--- src/rtl/cstp_defs.svh ---
/*
  Constants for the core timing, paging and priority block.
  Assumes inclusion by bare name from every design file that needs it.
*/
// What this block does
// - Encodings and flags follow the published set
// - Timing counted purely in system clock cycles
// - Most instructions take cycles equal to bytes
// - Untaken conditional branch takes one cycle less
// - No instruction exceeds eight clock cycles
// - Cycle counts stay within the published spread
// - Register and accumulator arithmetic: one byte, one cycle
// - Direct or immediate arithmetic: two bytes, two cycles
// - Indirect RAM arithmetic: one byte, two cycles
// - External move routes to three distinct targets
// - Auto paging enable resets set, software clears
// - All-page registers decode on every page
// - Priority bit zero low, one high
// - Bit 0 timer 3, bit 2 timer 4
// - Bits 1, 3, 4 converter priorities
// - Window compare bit set means high priority
`ifndef CSTP_DEFS_SVH
`define CSTP_DEFS_SVH

`define CSTP_OFF_PAGE_SEL 8'h00
`define CSTP_OFF_PAGE_CTRL 8'h04
`define CSTP_OFF_PRIO_TWO 8'h08
`define CSTP_OFF_XMOVE_CTRL 8'h0C
`define CSTP_OFF_STATUS 8'h10

`define CSTP_RST_PAGE_SEL 8'h00
`define CSTP_RST_PAGE_CTRL 8'h01
`define CSTP_RST_PRIO_TWO 8'h00
`define CSTP_RST_XMOVE_CTRL 8'h00

`define CSTP_BIT_AUTO_PAGE 0
`define CSTP_BIT_FLASH_SEL 0
`define CSTP_PRIO_WMASK 8'h5F
`define CSTP_BIT_T3_PRIO 0
`define CSTP_BIT_C0_EOC_PRIO 1
`define CSTP_BIT_T4_PRIO 2
`define CSTP_BIT_C2_WIN_PRIO 3
`define CSTP_BIT_C2_EOC_PRIO 4

`define CSTP_SFR_PORT0 8'h80
`define CSTP_SFR_PORT1 8'h90
`define CSTP_SFR_PORT2 8'hA0
`define CSTP_SFR_PORT3 8'hB0

`define CSTP_MAX_CYCLES 4'h8

`endif

--- src/rtl/cstp_pkg.sv ---
/*
  Types shared by the timing, paging and priority block.
  Assumes the constants header is compiled alongside.
*/
package cstp_pkg;

  typedef struct packed {
    logic valid;
    logic [7:0] opcode;
    logic [1:0] length;
    logic cond_branch;
    logic taken;
  } cstp_insn_t;

  typedef struct packed {
    logic req;
    logic [15:0] addr;
  } cstp_xmove_t;

  typedef struct packed {
    logic all_pages;
    logic [7:0] page;
  } cstp_sfr_dec_t;

  typedef enum logic [1:0] {
    CSTP_TGT_NONE = 2'b00,
    CSTP_TGT_ONCHIP = 2'b01,
    CSTP_TGT_OFFCHIP = 2'b10,
    CSTP_TGT_FLASH = 2'b11
  } cstp_target_t;

  typedef enum logic {
    CSTP_ST_IDLE = 1'b0,
    CSTP_ST_RUN = 1'b1
  } cstp_state_t;

endpackage

--- src/rtl/cstp_cycle_decode.sv ---
/*
  Combinational cycle-count decode for one issued instruction.
  Assumes fetch supplies the instruction length in bytes.
*/
`timescale 1ns/10ps
`include "cstp_defs.svh"
module cstp_cycle_decode (
  input wire cstp_pkg::cstp_insn_t insn,
  output logic [3:0] cycles
);
  // Opcode groups of the published arithmetic rows
  wire [3:0] hi = insn.opcode[7:4];
  wire [3:0] lo = insn.opcode[3:0];
  wire arith_grp = (hi == 4'h2) || (hi == 4'h3) || (hi == 4'h9);
  wire inc_grp = (hi == 4'h0);
  wire grp = arith_grp || inc_grp;
  wire op_rn = grp && insn.opcode[3];
  wire op_acc = inc_grp && (lo == 4'h4);
  wire op_dir = grp && (lo == 4'h5);
  wire op_imm = arith_grp && (lo == 4'h4);
  wire op_ind = grp && (lo[3:1] == 3'h3);

  wire [3:0] len4 = {2'b00, insn.length};
  wire [3:0] br_cyc = insn.taken ? len4 + 4'h1 : len4;
  wire [3:0] base_cyc =
    (op_rn || op_acc) ? 4'h1 :
    (op_dir || op_imm) ? 4'h2 :
    op_ind ? 4'h2 :
    insn.cond_branch ? br_cyc :
    len4;
  // Zero-length input still costs one cycle; cap keeps the spread
  wire [3:0] floor_cyc = (base_cyc == 4'h0) ? 4'h1 : base_cyc;
  assign cycles = (floor_cyc > `CSTP_MAX_CYCLES) ? `CSTP_MAX_CYCLES : floor_cyc;
endmodule

--- src/rtl/cstp_page_stack.sv ---
/*
  Small LIFO of saved register pages for interrupt nesting.
  Assumes push and pop never come in the same cycle.
*/
`timescale 1ns/10ps
module cstp_page_stack #(
  parameter int DEPTH = 3
) (
  input wire logic core_clk,
  input wire logic resetn,
  input wire logic push,
  input wire logic pop,
  input wire logic [7:0] push_page,
  output logic [7:0] top_page,
  output logic [1:0] level
);
  logic [7:0] ent_q [DEPTH];
  wire [7:0] ent_d [DEPTH];
  logic [1:0] level_q;
  wire can_push = push && (level_q != DEPTH[1:0]);
  wire can_pop = pop && (level_q != 2'h0);

  // Entry 0 is the newest; the stack shifts so the top is fixed
  genvar i;
  generate
    for (i = 0; i < DEPTH; i = i + 1) begin : g_ent
      wire [7:0] newer = (i == 0) ? push_page : ent_q[(i == 0) ? 0 : i - 1];
      wire [7:0] older = (i == DEPTH - 1) ? 8'h00 : ent_q[(i == DEPTH - 1) ? i : i + 1];
      assign ent_d[i] = can_push ? newer : (can_pop ? older : ent_q[i]);
    end
  endgenerate

  // One process owns the whole array, so no entry has two drivers
  always_ff @(posedge core_clk or negedge resetn) begin
    if (!resetn) begin
      ent_q <= '{default: 8'h00};
    end else begin
      ent_q <= ent_d;
    end
  end

  always_ff @(posedge core_clk or negedge resetn) begin
    if (!resetn) begin
      level_q <= 2'h0;
    end else if (can_push) begin
      level_q <= level_q + 2'h1;
    end else if (can_pop) begin
      level_q <= level_q - 2'h1;
    end
  end

  // Overflow ignores the push, so the page being saved is lost; a limitation of the fixed depth
  assign top_page = ent_q[0];
  assign level = level_q;
endmodule

--- src/rtl/cstp_top.sv ---
/*
  Core timing sequencer, external-move router, register paging and
  the second extended priority register, behind an AHB-Lite slave.
  Assumes one clock, synchronous inputs and single word transfers.
*/
`timescale 1ns/10ps
`include "cstp_defs.svh"
module cstp_top #(
  parameter logic [15:0] EXT_RAM_BYTES = 16'h1000,
  parameter int STACK_DEPTH = 3
) (
  input wire logic core_clk,
  input wire logic resetn,
  input wire logic hsel,
  input wire logic [31:0] haddr,
  input wire logic [1:0] htrans,
  input wire logic hwrite,
  input wire logic [2:0] hsize,
  input wire logic [31:0] hwdata,
  input wire logic hready,
  output logic hreadyout,
  output logic [31:0] hrdata,
  output logic hresp,
  input wire cstp_pkg::cstp_insn_t insn,
  output logic insn_ready,
  output logic insn_done,
  output logic [3:0] insn_cycles,
  input wire cstp_pkg::cstp_xmove_t xmove,
  output cstp_pkg::cstp_target_t xmove_target,
  output logic xmove_strobe,
  input wire logic [7:0] sfr_addr,
  output cstp_pkg::cstp_sfr_dec_t sfr_dec,
  input wire logic int_enter,
  input wire logic [7:0] int_page,
  input wire logic int_return,
  output logic [7:0] active_page,
  output logic [4:0] src_high_prio,
  output logic uart1_high_prio
);

  // Register bus state
  logic hreadyout_q;
  logic [31:0] hrdata_q;
  logic rd_pend_q;
  logic [7:0] rd_addr_q;
  logic wr_pend_q;
  logic [7:0] wr_addr_q;

  // Software-visible registers
  logic [7:0] page_sel_q;
  logic [7:0] page_sel_d;
  logic [7:0] page_ctrl_q;
  logic [7:0] prio_two_q;
  logic [7:0] xmove_ctrl_q;

  // Sequencer state
  cstp_pkg::cstp_state_t state_q;
  logic [3:0] cnt_q;
  logic insn_ready_q;
  logic insn_done_q;
  logic [3:0] last_cycles_q;

  // Router and decode outputs
  cstp_pkg::cstp_target_t xmove_target_q;
  logic xmove_strobe_q;
  cstp_pkg::cstp_sfr_dec_t sfr_dec_q;

  logic [3:0] dec_cycles;
  logic [7:0] stack_top;
  logic [1:0] stack_level;

  // Address phase decode
  wire addr_phase = hsel && htrans[1] && hready;
  wire wr_accept = addr_phase && hwrite;
  wire rd_accept = addr_phase && !hwrite;
  wire wr_commit = wr_pend_q && hready;

  wire wr_page_sel = wr_commit && (wr_addr_q == `CSTP_OFF_PAGE_SEL);
  wire wr_page_ctrl = wr_commit && (wr_addr_q == `CSTP_OFF_PAGE_CTRL);
  wire wr_prio_two = wr_commit && (wr_addr_q == `CSTP_OFF_PRIO_TWO);
  wire wr_xmove_ctrl = wr_commit && (wr_addr_q == `CSTP_OFF_XMOVE_CTRL);

  wire auto_page = page_ctrl_q[`CSTP_BIT_AUTO_PAGE];
  wire do_push = int_enter && auto_page;
  wire do_pop = int_return && auto_page && !int_enter;

  // Status word gathers the sequencer, stack and router state
  wire [31:0] status_word = {20'h00000, xmove_target_q, stack_level,
                             last_cycles_q, 3'h0, state_q};

  wire [31:0] rd_mux =
    (rd_addr_q == `CSTP_OFF_PAGE_SEL) ? {24'h000000, page_sel_q} :
    (rd_addr_q == `CSTP_OFF_PAGE_CTRL) ? {24'h000000, page_ctrl_q} :
    (rd_addr_q == `CSTP_OFF_PRIO_TWO) ? {24'h000000, prio_two_q} :
    (rd_addr_q == `CSTP_OFF_XMOVE_CTRL) ? {24'h000000, xmove_ctrl_q} :
    (rd_addr_q == `CSTP_OFF_STATUS) ? status_word :
    32'h00000000;

  // Bus timing: reads take one wait state so a write just before
  // them is already committed when the data is sampled
  always_ff @(posedge core_clk or negedge resetn) begin
    if (!resetn) begin
      hreadyout_q <= 1'b1;
      rd_pend_q <= 1'b0;
      rd_addr_q <= 8'h00;
    end else if (rd_accept) begin
      hreadyout_q <= 1'b0;
      rd_pend_q <= 1'b1;
      rd_addr_q <= haddr[7:0];
    end else if (rd_pend_q) begin
      hreadyout_q <= 1'b1;
      rd_pend_q <= 1'b0;
    end
  end

  always_ff @(posedge core_clk or negedge resetn) begin
    if (!resetn) begin
      hrdata_q <= 32'h00000000;
    end else if (rd_pend_q) begin
      hrdata_q <= rd_mux;
    end
  end

  always_ff @(posedge core_clk or negedge resetn) begin
    if (!resetn) begin
      wr_pend_q <= 1'b0;
      wr_addr_q <= 8'h00;
    end else if (wr_accept) begin
      wr_pend_q <= 1'b1;
      wr_addr_q <= haddr[7:0];
    end else if (wr_commit) begin
      wr_pend_q <= 1'b0;
    end
  end

  // Page select: interrupt entry and return win over software
  assign page_sel_d =
    do_push ? int_page :
    do_pop ? stack_top :
    wr_page_sel ? hwdata[7:0] :
    page_sel_q;

  always_ff @(posedge core_clk or negedge resetn) begin
    if (!resetn) begin
      page_sel_q <= `CSTP_RST_PAGE_SEL;
    end else begin
      page_sel_q <= page_sel_d;
    end
  end

  always_ff @(posedge core_clk or negedge resetn) begin
    if (!resetn) begin
      page_ctrl_q <= `CSTP_RST_PAGE_CTRL;
    end else if (wr_page_ctrl) begin
      page_ctrl_q <= {7'h00, hwdata[`CSTP_BIT_AUTO_PAGE]};
    end
  end

  // Unused bits 7 and 5 never store, so they read zero
  always_ff @(posedge core_clk or negedge resetn) begin
    if (!resetn) begin
      prio_two_q <= `CSTP_RST_PRIO_TWO;
    end else if (wr_prio_two) begin
      prio_two_q <= hwdata[7:0] & `CSTP_PRIO_WMASK;
    end
  end

  always_ff @(posedge core_clk or negedge resetn) begin
    if (!resetn) begin
      xmove_ctrl_q <= `CSTP_RST_XMOVE_CTRL;
    end else if (wr_xmove_ctrl) begin
      xmove_ctrl_q <= {7'h00, hwdata[`CSTP_BIT_FLASH_SEL]};
    end
  end

  cstp_page_stack #(
    .DEPTH(STACK_DEPTH)
  ) u_stack (
    .core_clk(core_clk),
    .resetn(resetn),
    .push(do_push),
    .pop(do_pop),
    .push_page(page_sel_q),
    .top_page(stack_top),
    .level(stack_level)
  );

  cstp_cycle_decode u_dec (
    .insn(insn),
    .cycles(dec_cycles)
  );

  // Sequencer: one issue slot per instruction, busy for its cycles
  wire issue = insn.valid && insn_ready_q;
  wire last_tick = (state_q == cstp_pkg::CSTP_ST_RUN) && (cnt_q == 4'h1);

  always_ff @(posedge core_clk or negedge resetn) begin
    if (!resetn) begin
      state_q <= cstp_pkg::CSTP_ST_IDLE;
      cnt_q <= 4'h0;
      insn_ready_q <= 1'b1;
      insn_done_q <= 1'b0;
    end else begin
      insn_done_q <= 1'b0;
      case (state_q)
        cstp_pkg::CSTP_ST_IDLE: begin
          if (issue && (dec_cycles == 4'h1)) begin
            insn_done_q <= 1'b1;
          end else if (issue) begin
            cnt_q <= dec_cycles - 4'h1;
            insn_ready_q <= 1'b0;
            state_q <= cstp_pkg::CSTP_ST_RUN;
          end
        end
        cstp_pkg::CSTP_ST_RUN: begin
          if (last_tick) begin
            insn_done_q <= 1'b1;
            insn_ready_q <= 1'b1;
            state_q <= cstp_pkg::CSTP_ST_IDLE;
          end
          cnt_q <= cnt_q - 4'h1;
        end
        default: begin
          state_q <= cstp_pkg::CSTP_ST_IDLE;
          insn_ready_q <= 1'b1;
        end
      endcase
    end
  end

  always_ff @(posedge core_clk or negedge resetn) begin
    if (!resetn) begin
      last_cycles_q <= 4'h0;
    end else if (issue) begin
      last_cycles_q <= dec_cycles;
    end
  end

  // External move routing; flash select overrides the address split
  wire flash_sel = xmove_ctrl_q[`CSTP_BIT_FLASH_SEL];
  wire below_ram = xmove.addr < EXT_RAM_BYTES;
  wire cstp_pkg::cstp_target_t tgt_d =
    flash_sel ? cstp_pkg::CSTP_TGT_FLASH :
    below_ram ? cstp_pkg::CSTP_TGT_ONCHIP :
    cstp_pkg::CSTP_TGT_OFFCHIP;

  always_ff @(posedge core_clk or negedge resetn) begin
    if (!resetn) begin
      xmove_target_q <= cstp_pkg::CSTP_TGT_NONE;
      xmove_strobe_q <= 1'b0;
    end else begin
      xmove_strobe_q <= xmove.req;
      if (xmove.req) begin
        xmove_target_q <= tgt_d;
      end
    end
  end

  // Register decode: port registers ignore the page select
  wire all_page_hit = (sfr_addr == `CSTP_SFR_PORT0) || (sfr_addr == `CSTP_SFR_PORT1) ||
                      (sfr_addr == `CSTP_SFR_PORT2) || (sfr_addr == `CSTP_SFR_PORT3);

  always_ff @(posedge core_clk or negedge resetn) begin
    if (!resetn) begin
      sfr_dec_q <= '0;
    end else begin
      sfr_dec_q.all_pages <= all_page_hit;
      sfr_dec_q.page <= all_page_hit ? 8'h00 : page_sel_q;
    end
  end

  assign hreadyout = hreadyout_q;
  assign hrdata = hrdata_q;
  assign hresp = 1'b0;
  assign insn_ready = insn_ready_q;
  assign insn_done = insn_done_q;
  assign insn_cycles = last_cycles_q;
  assign xmove_target = xmove_target_q;
  assign xmove_strobe = xmove_strobe_q;
  assign sfr_dec = sfr_dec_q;
  assign active_page = page_sel_q;
  assign src_high_prio[0] = prio_two_q[`CSTP_BIT_T3_PRIO];
  assign src_high_prio[1] = prio_two_q[`CSTP_BIT_C0_EOC_PRIO];
  assign src_high_prio[2] = prio_two_q[`CSTP_BIT_T4_PRIO];
  assign src_high_prio[3] = prio_two_q[`CSTP_BIT_C2_WIN_PRIO];
  assign src_high_prio[4] = prio_two_q[`CSTP_BIT_C2_EOC_PRIO];
  assign uart1_high_prio = prio_two_q[6];

endmodule

--- config.mk ---
export PLATFORM = sky130hd
export DESIGN_NAME = cstp_top
export DESIGN_NICKNAME = d
export VERILOG_FILES = /design/src/rtl/cstp_pkg.sv /design/src/rtl/cstp_cycle_decode.sv /design/src/rtl/cstp_page_stack.sv /design/src/rtl/cstp_top.sv
export VERILOG_INCLUDE_DIRS = /design/src /design/src/rtl
export SDC_FILE = /design/constraint.sdc
export NUM_CORES = 1
export LEC_CHECK = 0
export ABC_AREA = 0
export BUFFER_PORTS_ARGS = -buffer_cell sky130_fd_sc_hd__buf_2
export CORE_AREA = 10 10 103 105
export CTS_BUF_LIST = sky130_fd_sc_hd__clkbuf_8
export DETAILED_ROUTE_END_ITERATION = 8
export DIE_AREA = 0 0 113 115
export HOLD_SLACK_MARGIN = 0.15
export PLACE_DENSITY = 0.88
export SETUP_SLACK_MARGIN = 0.3
export SLEW_MARGIN = 40
export SYNTH_ARGS = -nofsm -noshare
export SYNTH_HDL_FRONTEND = slang
export SYNTH_SLANG_ARGS = --single-unit
--- constraint.sdc ---
create_clock -name core_clk -period 2.45 [get_ports core_clk]
set_input_delay 0.245 -clock core_clk [delete_from_list [all_inputs] [get_ports core_clk]]
set_output_delay 0.245 -clock core_clk [all_outputs]
set_load 0.01 [all_outputs]
-- After elaboration in Yosys (flattened, before gate mapping)
Cells that the tools add are included.
- input port bits: 122
- word-level logic and storage cells: 142
- bits in registers: 116
- output and inout port bits: 66
- order comparisons: 2
- muxes and demuxes: 45
- equality and inequality tests: 23
- bitwise logic cells: 1
- reductions and logical operators: 43
- add/sub/neg operators: 5
- operators by type and width (cell ; count):
    $mux 8 ; 10
    $mux 12 ; 5
    $mux 4 ; 9
    $eq 8x4->1 const B ; 4
    $eq 8x8->1 const B ; 4
    $logic_and 1x1->1 ; 22
    $eq 8x3->1 const B ; 2
    $logic_not 8->1 ; 2
    $lt 16x13->1 const B ; 1
    $mux 1 ; 13
    $eq 4x1->1 const B ; 2
    $eq 4x2->1 const B ; 2
    $eq 4x3->1 const B ; 2
    $eq 8x5->1 const B ; 1
    $logic_not 4->1 ; 2
    $logic_or 1x1->1 ; 8
    $mux 2 ; 4
    $pmux 4 s2 ; 1
    $reduce_bool 2->1 ; 4
    $sub 4x1->4 const B ; 2
    $ne 2x2->1 const B ; 3
    $pmux 1 s2 ; 3
    $eq 4x4->1 const B ; 1
    $gt 4x4->1 const B ; 1
    other kinds (10) ; 11

-- Logic depth before layout (Yosys ltp)
- depth in word-level cells: 16
- mapped depth: 10
- mapped depth without buffers: 10

-- Modules after synthesis
A second synthesis with hierarchy kept.
- cells, all modules: 447
- area total of the unflattened synthesis: 4665.7 µm²
- modules (own cells, without submodules) (module ; area each (µm²) ; seq. area each (µm²) ; cells an instance ; times used):
    cstp_top ; 3306.9 ; 1755.4 ; 309 ; 1
    cstp_page_stack ; 1201.2 ; 650.6 ; 114 ; 1
    cstp_cycle_decode ; 157.7 ; 0.0 ; 24 ; 1

-- Worst setup path after synthesis
Ideal clock, no wire load.
- path type: in2reg
- start point: input port insn[8] in the netlist's numbering
- end point: register cnt_q[0]
- required time: 2324 ps
- path buffers: 0
- arrival: 2061 ps
- setup time: 126 ps
- stages: 10
- slack: 263 ps
- cell sequence: nor2b_1 mux2_2 a21oi_1 a31oi_1 inv_1 ha_1 inv_1 o31ai_2 nor2_1 a221o_1
- cells in the longest elaborated chain, start to end: 16
- elaborated cells between the ends (all ways): 29
- those cells by class: add/sub: 1; order compare: 1; eq/ne: 5; mux: 8; reduce/logical: 14
- ends and longest elaborated chain (element ; RTL line ; text):
    start: declaration ; cstp_top.sv:24 ; input wire cstp_pkg::cstp_insn_t insn,
    $eq 4x2->1 ; cstp_cycle_decode.sv:14 ; wire arith_grp = (hi == 4'h2) || (hi == 4'h3) || (hi == 4'h9);
    $logic_or 1x1->1 (2 in series) ; cstp_cycle_decode.sv:14 ;
    $logic_or 1x1->1 ; cstp_cycle_decode.sv:16 ; wire grp = arith_grp || inc_grp;
    $logic_and 1x1->1, on equally long branches ; cstp_cycle_decode.sv:21, cstp_cycle_decode.sv:19 ;
    $mux 4 or $logic_or 1x1->1 (tied branches) ; cstp_cycle_decode.sv:28, cstp_cycle_decode.sv:27 ;
    $mux 4 ; cstp_cycle_decode.sv:27 ; (op_dir || op_imm) ? 4'h2 :
    $mux 4 * ; cstp_cycle_decode.sv:26 ; (op_rn || op_acc) ? 4'h1 :
    $logic_not 4->1 ; cstp_cycle_decode.sv:32 ; wire [3:0] floor_cyc = (base_cyc == 4'h0) ? 4'h1 : base_cyc;
    $mux 4 * ; cstp_cycle_decode.sv:32 ;
    $gt 4x4->1 (no line) ; n/a ;
    $mux 4 * ; cstp_cycle_decode.sv:33 ; assign cycles = (floor_cyc > `CSTP_MAX_CYCLES) ? `CSTP_MAX_CYCLES : floor_cyc;
    named net dec_cycles[0] ; cstp_top.sv:68 ; logic [3:0] dec_cycles;
    $sub 4x1->4 or $eq 4x1->1 (tied branches) ; cstp_top.sv:210, cstp_top.sv:207 ;
    $mux 4 or $logic_and 1x1->1 (tied branches) ; cstp_top.sv:209, cstp_top.sv:207 ;
    $mux 4 or $ne 2x2->1 (tied branches) ; n/a ;
    $pmux 4 s2 or $reduce_and 2->1 (tied branches) ; n/a ;
    end signal: assignment ; cstp_top.sv:210 ; cnt_q <= dec_cycles - 4'h1;
    end signal: assignment ; cstp_top.sv:221 ; cnt_q <= cnt_q - 4'h1;
    end: declaration ; cstp_top.sv:58 ; logic [3:0] cnt_q;
The timed path passes the listed nets; every way through them passes the cells marked *. The select of a mux whose other input is x is not followed.
A chain may end at the register's enable or synchronous reset.

-- Final worst setup path
- start point: input port insn[8] in the netlist's numbering
- end point: register cnt_q[0]
- cells in the longest elaborated chain, start to end: 16
- elaborated cells between the ends (all ways): 29
- those cells by class: add/sub: 1; order compare: 1; eq/ne: 5; mux: 8; reduce/logical: 14
- ends and longest elaborated chain (element ; RTL line):
    $eq 4x2->1 ; cstp_cycle_decode.sv:14
    $logic_or 1x1->1 (2 in series) ; cstp_cycle_decode.sv:14
    $logic_or 1x1->1 ; cstp_cycle_decode.sv:16
    $logic_and 1x1->1, on equally long branches ; cstp_cycle_decode.sv:21, cstp_cycle_decode.sv:19
    $mux 4 or $logic_or 1x1->1 (tied branches) ; cstp_cycle_decode.sv:28, cstp_cycle_decode.sv:27
    $mux 4 ; cstp_cycle_decode.sv:27
    $mux 4 * ; cstp_cycle_decode.sv:26
    $logic_not 4->1 ; cstp_cycle_decode.sv:32
    $mux 4 * ; cstp_cycle_decode.sv:32
    $gt 4x4->1 (no line) ; n/a
    $mux 4 * ; cstp_cycle_decode.sv:33
    $sub 4x1->4 or $eq 4x1->1 (tied branches) ; cstp_top.sv:210, cstp_top.sv:207
    $mux 4 or $logic_and 1x1->1 (tied branches) ; cstp_top.sv:209, cstp_top.sv:207
    $mux 4 or $ne 2x2->1 (tied branches) ; n/a
    $pmux 4 s2 or $reduce_and 2->1 (tied branches) ; n/a
Mark *: on every way between the ends. The rest lies on a longest branch, timed or not. The select of a mux whose other input is x is not followed.

==> results.py <==
metrics = {
    "outcome": {
        "outcome": "finished, final reports clean",
    },
    "final_layout": {
        "syn2layout_area_growth_pct": 19.6,
        "drive_above_1_share": 0.294,
        "antenna_cells": 0,
        "stdcell_count": 662,
        "seq_area_mm2": 0.00238,
        "finalNetCount": 676,
        "multi_input_area_mm2": 0.00196,
        "nFillCells": 676,
    },
    "floorplanning": {
        "start_util": 0.530,
        "fp.dieW_um": 113,
        "core_mm2": 0.00855,
        "die_h_um": 115,
        "io_pins": 188,
        "dieArea_mm2": 0.0130,
        "num_rows": 34,
    },
    "sta": {
        "fmax_ghz": 0.498,
        "skew_ps": 11.3,
        "max-slew-margin-rel": 0.609,
        "finalSetupTns_ps": 0,
        "min_period_over_period": 0.819,
        "max_slew.worst_pin.slew_ps": 587,
        "rsz0062_at_grt": "no",
        "maxSlewViolCount": 0,
        "setup_viol": 0,
        "period_minus_slack_ps": 2010,
        "fin_ws_ps": 442,
        "finalHoldViolations": 0,
    },
    "routing": {
        "dr.pass1.iters": 7,
        "drtIter0Drc": 245,
        "postRouteAntennaNets": 0,
        "route.detailed.drc": 0,
        "num_vias": 3587,
        "routed_wirelength_um": 11600,
        "via_per_inst": 5.42,
        "wire_per_inst_um": 17.5,
    },
    "clocking": {
        "post_cts_buffers": 0,
        "numCtsBuffers": 9,
        "cts_tree": "done",
        "path_clk_slew_ps": 90,
        "ctsLongestPathBuffers": 2,
        "clkLatencyLatePin_ps": 370,
        "clock-sinks": 95,
        "cts_root_buf": "clkbuf_8",
        "h-tree-depth": 3,
    },
    "synth": {
        "yosysUniqueCellTypes": 54,
        "synth_flop_cell": "dfrtp_1",
        "synthArstFlopShare": 1.00,
        "synth_top_cell_by_area": "dfrtp_1",
        "synth_top_area_frac": 0.508,
        "synth_area_mm2": 0.00453,
        "ys_top_cells_by_count": "dfrtp_1 (92), nand2_1 (78), o21ai_0 (33)",
        "ys_ff_latch": 95,
        "synth_area_per_cell_um2": 10.5,
        "yosys_warnings": 0,
        "yosys.cell_count.top_type": "dfrtp_1",
        "syn_inst": 432,
        "synthTopCellsByArea": "dfrtp_1 (51%), nand2_1 (6.5%), mux2_2 (4.7%)",
        "ys_seq_area_frac": 0.525,
        "synth_edf_count": 0,
    },
    "setup_path": {
        "worstPathRequired_ps": 2700,
        "rrSetupSlack_ps": 570,
        "critPathMaxStageDelay_ps": 350,
        "crit_cells": 10,
        "regToRegEndpoint": "prio_two_q[6]",
        "worstPathCellList": "buf_2 > nor2b_2 > mux2_2 > a21oi_1 > a31o_2 > ha_2 > inv_1 > o31ai_4 > nor2_1 > a221o_1",
        "cp_data_arrival_time_ps": 2260,
        "r2r.worst_path.cells": 5,
        "end_kind": "register",
        "cpLargestDelayFamily": "compound AO/OA/AOI/OAI gates",
        "cp_slowest_cell": "mux2_2",
        "crit_buf_inv": 2,
        "crit-reg2reg-launch": "wr_addr_q[5]",
        "crit_type": "primary input to register",
        "critPathLaunchType": "primary input",
        "crit_path_max_fanout": 5,
    },
    "min_path": {
        "hold_depth": 3,
        "hold-path-endpoint": "xmove_target[0]",
        "hp-start": "xmove[13]",
        "worstHoldPathType": "primary input to register",
    },
    "power": {
        "peakVddDrop_mv": 0.430,
        "power_density_mw_per_mm2": 837,
        "p_leak_nw": 2.59,
    },
    "global_routing": {
        "antenna_found_initial": 0,
        "grt_pass1_vias": 3791,
        "grt_max_degree": 52,
        "overflow": 0,
        "grt_pass1_wl_um": 18800,
        "grtUsageTotal": 0.175,
    },
    "placement": {
        "dp_cells": 629,
        "dpl_worst_slack_ps": 39.0,
        "dp_hpwl_um": 8460,
        "place.gp.congestion": 0.834,
        "io_buffers": 99,
    },
    "flow_run": {
        "max_cap_viol_count": 0,
    },
}
## tightest hold or removal path, delay by kind of cell
| family | cells | cell delay (ps) |
|---|---|---|
| AND/OR/NAND/NOR | 1 | 110 |
| buffers and inverters | 1 | 70 |
| AO/OA/AOI/OAI | 1 | 80 |
## cell families (layout without fill, tap and decap cells)
family,after synthesis,after routing,synth area share
simple gates,145,145,0.152
flops,95,95,0.525
compound gates,93,93,0.143
buf+inv,49,150,0.0638
mux,40,40,0.0936
fa+ha+maj,5,5,0.0138
xor+xnor,4,4,0.00773
other cells,1,22,0.000827
## worst max path at each step
stage | start | to | slack [ps]
4_1_cts | insn[8] | cnt_q[0] | 430
6_report | insn[8] | cnt_q[0] | 440
2_1_floorplan | insn[8] | cnt_q[0] | 310
3_3_place_gp | insn[8] | cnt_q[0] | 90
5_1_grt | insn[8] | cnt_q[0] | 340
3_5_place_dp | insn[8] | cnt_q[0] | 40
## per-stage QoR
step | hold slack (ps) | total power [mW] | util | area [µm²]
3_5_place_dp | 294 | 3.58 | 0.593 | 5070
3_3_place_gp | 282 | 3.49 | 0.593 | 5070
2_1_floorplan | -50.6 | 3.04 | - | 4620
5_1_grt | 165 | 4.81 | 0.634 | 5420
4_1_cts | 154 | 4.55 | 0.633 | 5410
6_report | 171 | 4.54 | 0.634 | 5420
## sequential cells by signal, indices dropped and copies added (netlist names), 2 cells and up
signal	flops
u_stack.g_ent.older	16
hrdata	12
sfr_dec	9
active_page	8
rd_addr_q	8
u_stack.top_page	8
wr_addr_q	8
prio_two_q	6
cnt_q	4
insn_cycles	3
u_stack.level	2
xmove_target	2
## area by class of cell
| class | instances | area share |
|---|---|---|
| repair buffers | 122 | 0.134 |
| inverters | 12 | 0.00831 |
| well taps | 108 | 0.0249 |
| clock buffers | 9 | 0.0228 |
| multi-input cells | 309 | 0.361 |
| flip-flops and latches | 95 | 0.439 |
| clock inverters | 7 | 0.0102 |
## power by group
| group | leakage [nW] | switching, mW | internal (mW) |
|---|---|---|---|
| clock | 0.0866 | 0.580 | 0.380 |
| sequential | 1.22 | 0.418 | 1.97 |
| combinational | 1.29 | 0.621 | 0.566 |
## routing by layer
metal | global-route usage | share of wire | routed length [µm] | vias up
met2 | 0.298 | 0.49 | 5700 | 130
met4 | 0.0431 | 0.016 | 186 | 0
met5 | 0 | 0 | 0 | -
li1 | - | - | - | 1708
met3 | 0.0573 | 0.082 | 949 | 17
met1 | 0.211 | 0.41 | 4730 | 1732
## layout by cell type (no fill, tap or decap), types with 5 or more instances in the layout
master	netlist	routed
mux2_2	19	19
and2_1	11	11
nor2_1	23	23
dlygate4sd3_1	0	17
inv_1	11	11
and3_1	5	5
a22o_1	10	10
buf_4	23	6
mux2i_1	21	21
o21ai_0	33	33
buf_2	3	98
a221o_2	5	5
a21oi_1	12	12
clkbuf_8	0	9
dfrtp_1	92	92
nand2_1	78	78
a22oi_1	8	8
conb_1	1	22
## repair_timing
action,CTS,global route
gates resized for setup,0,1
endpoints found under the hold margin,67,1
hold buffers,16,1
setup endpoints to repair,0,1
Note: power is estimated with default switching activity, not from simulation.
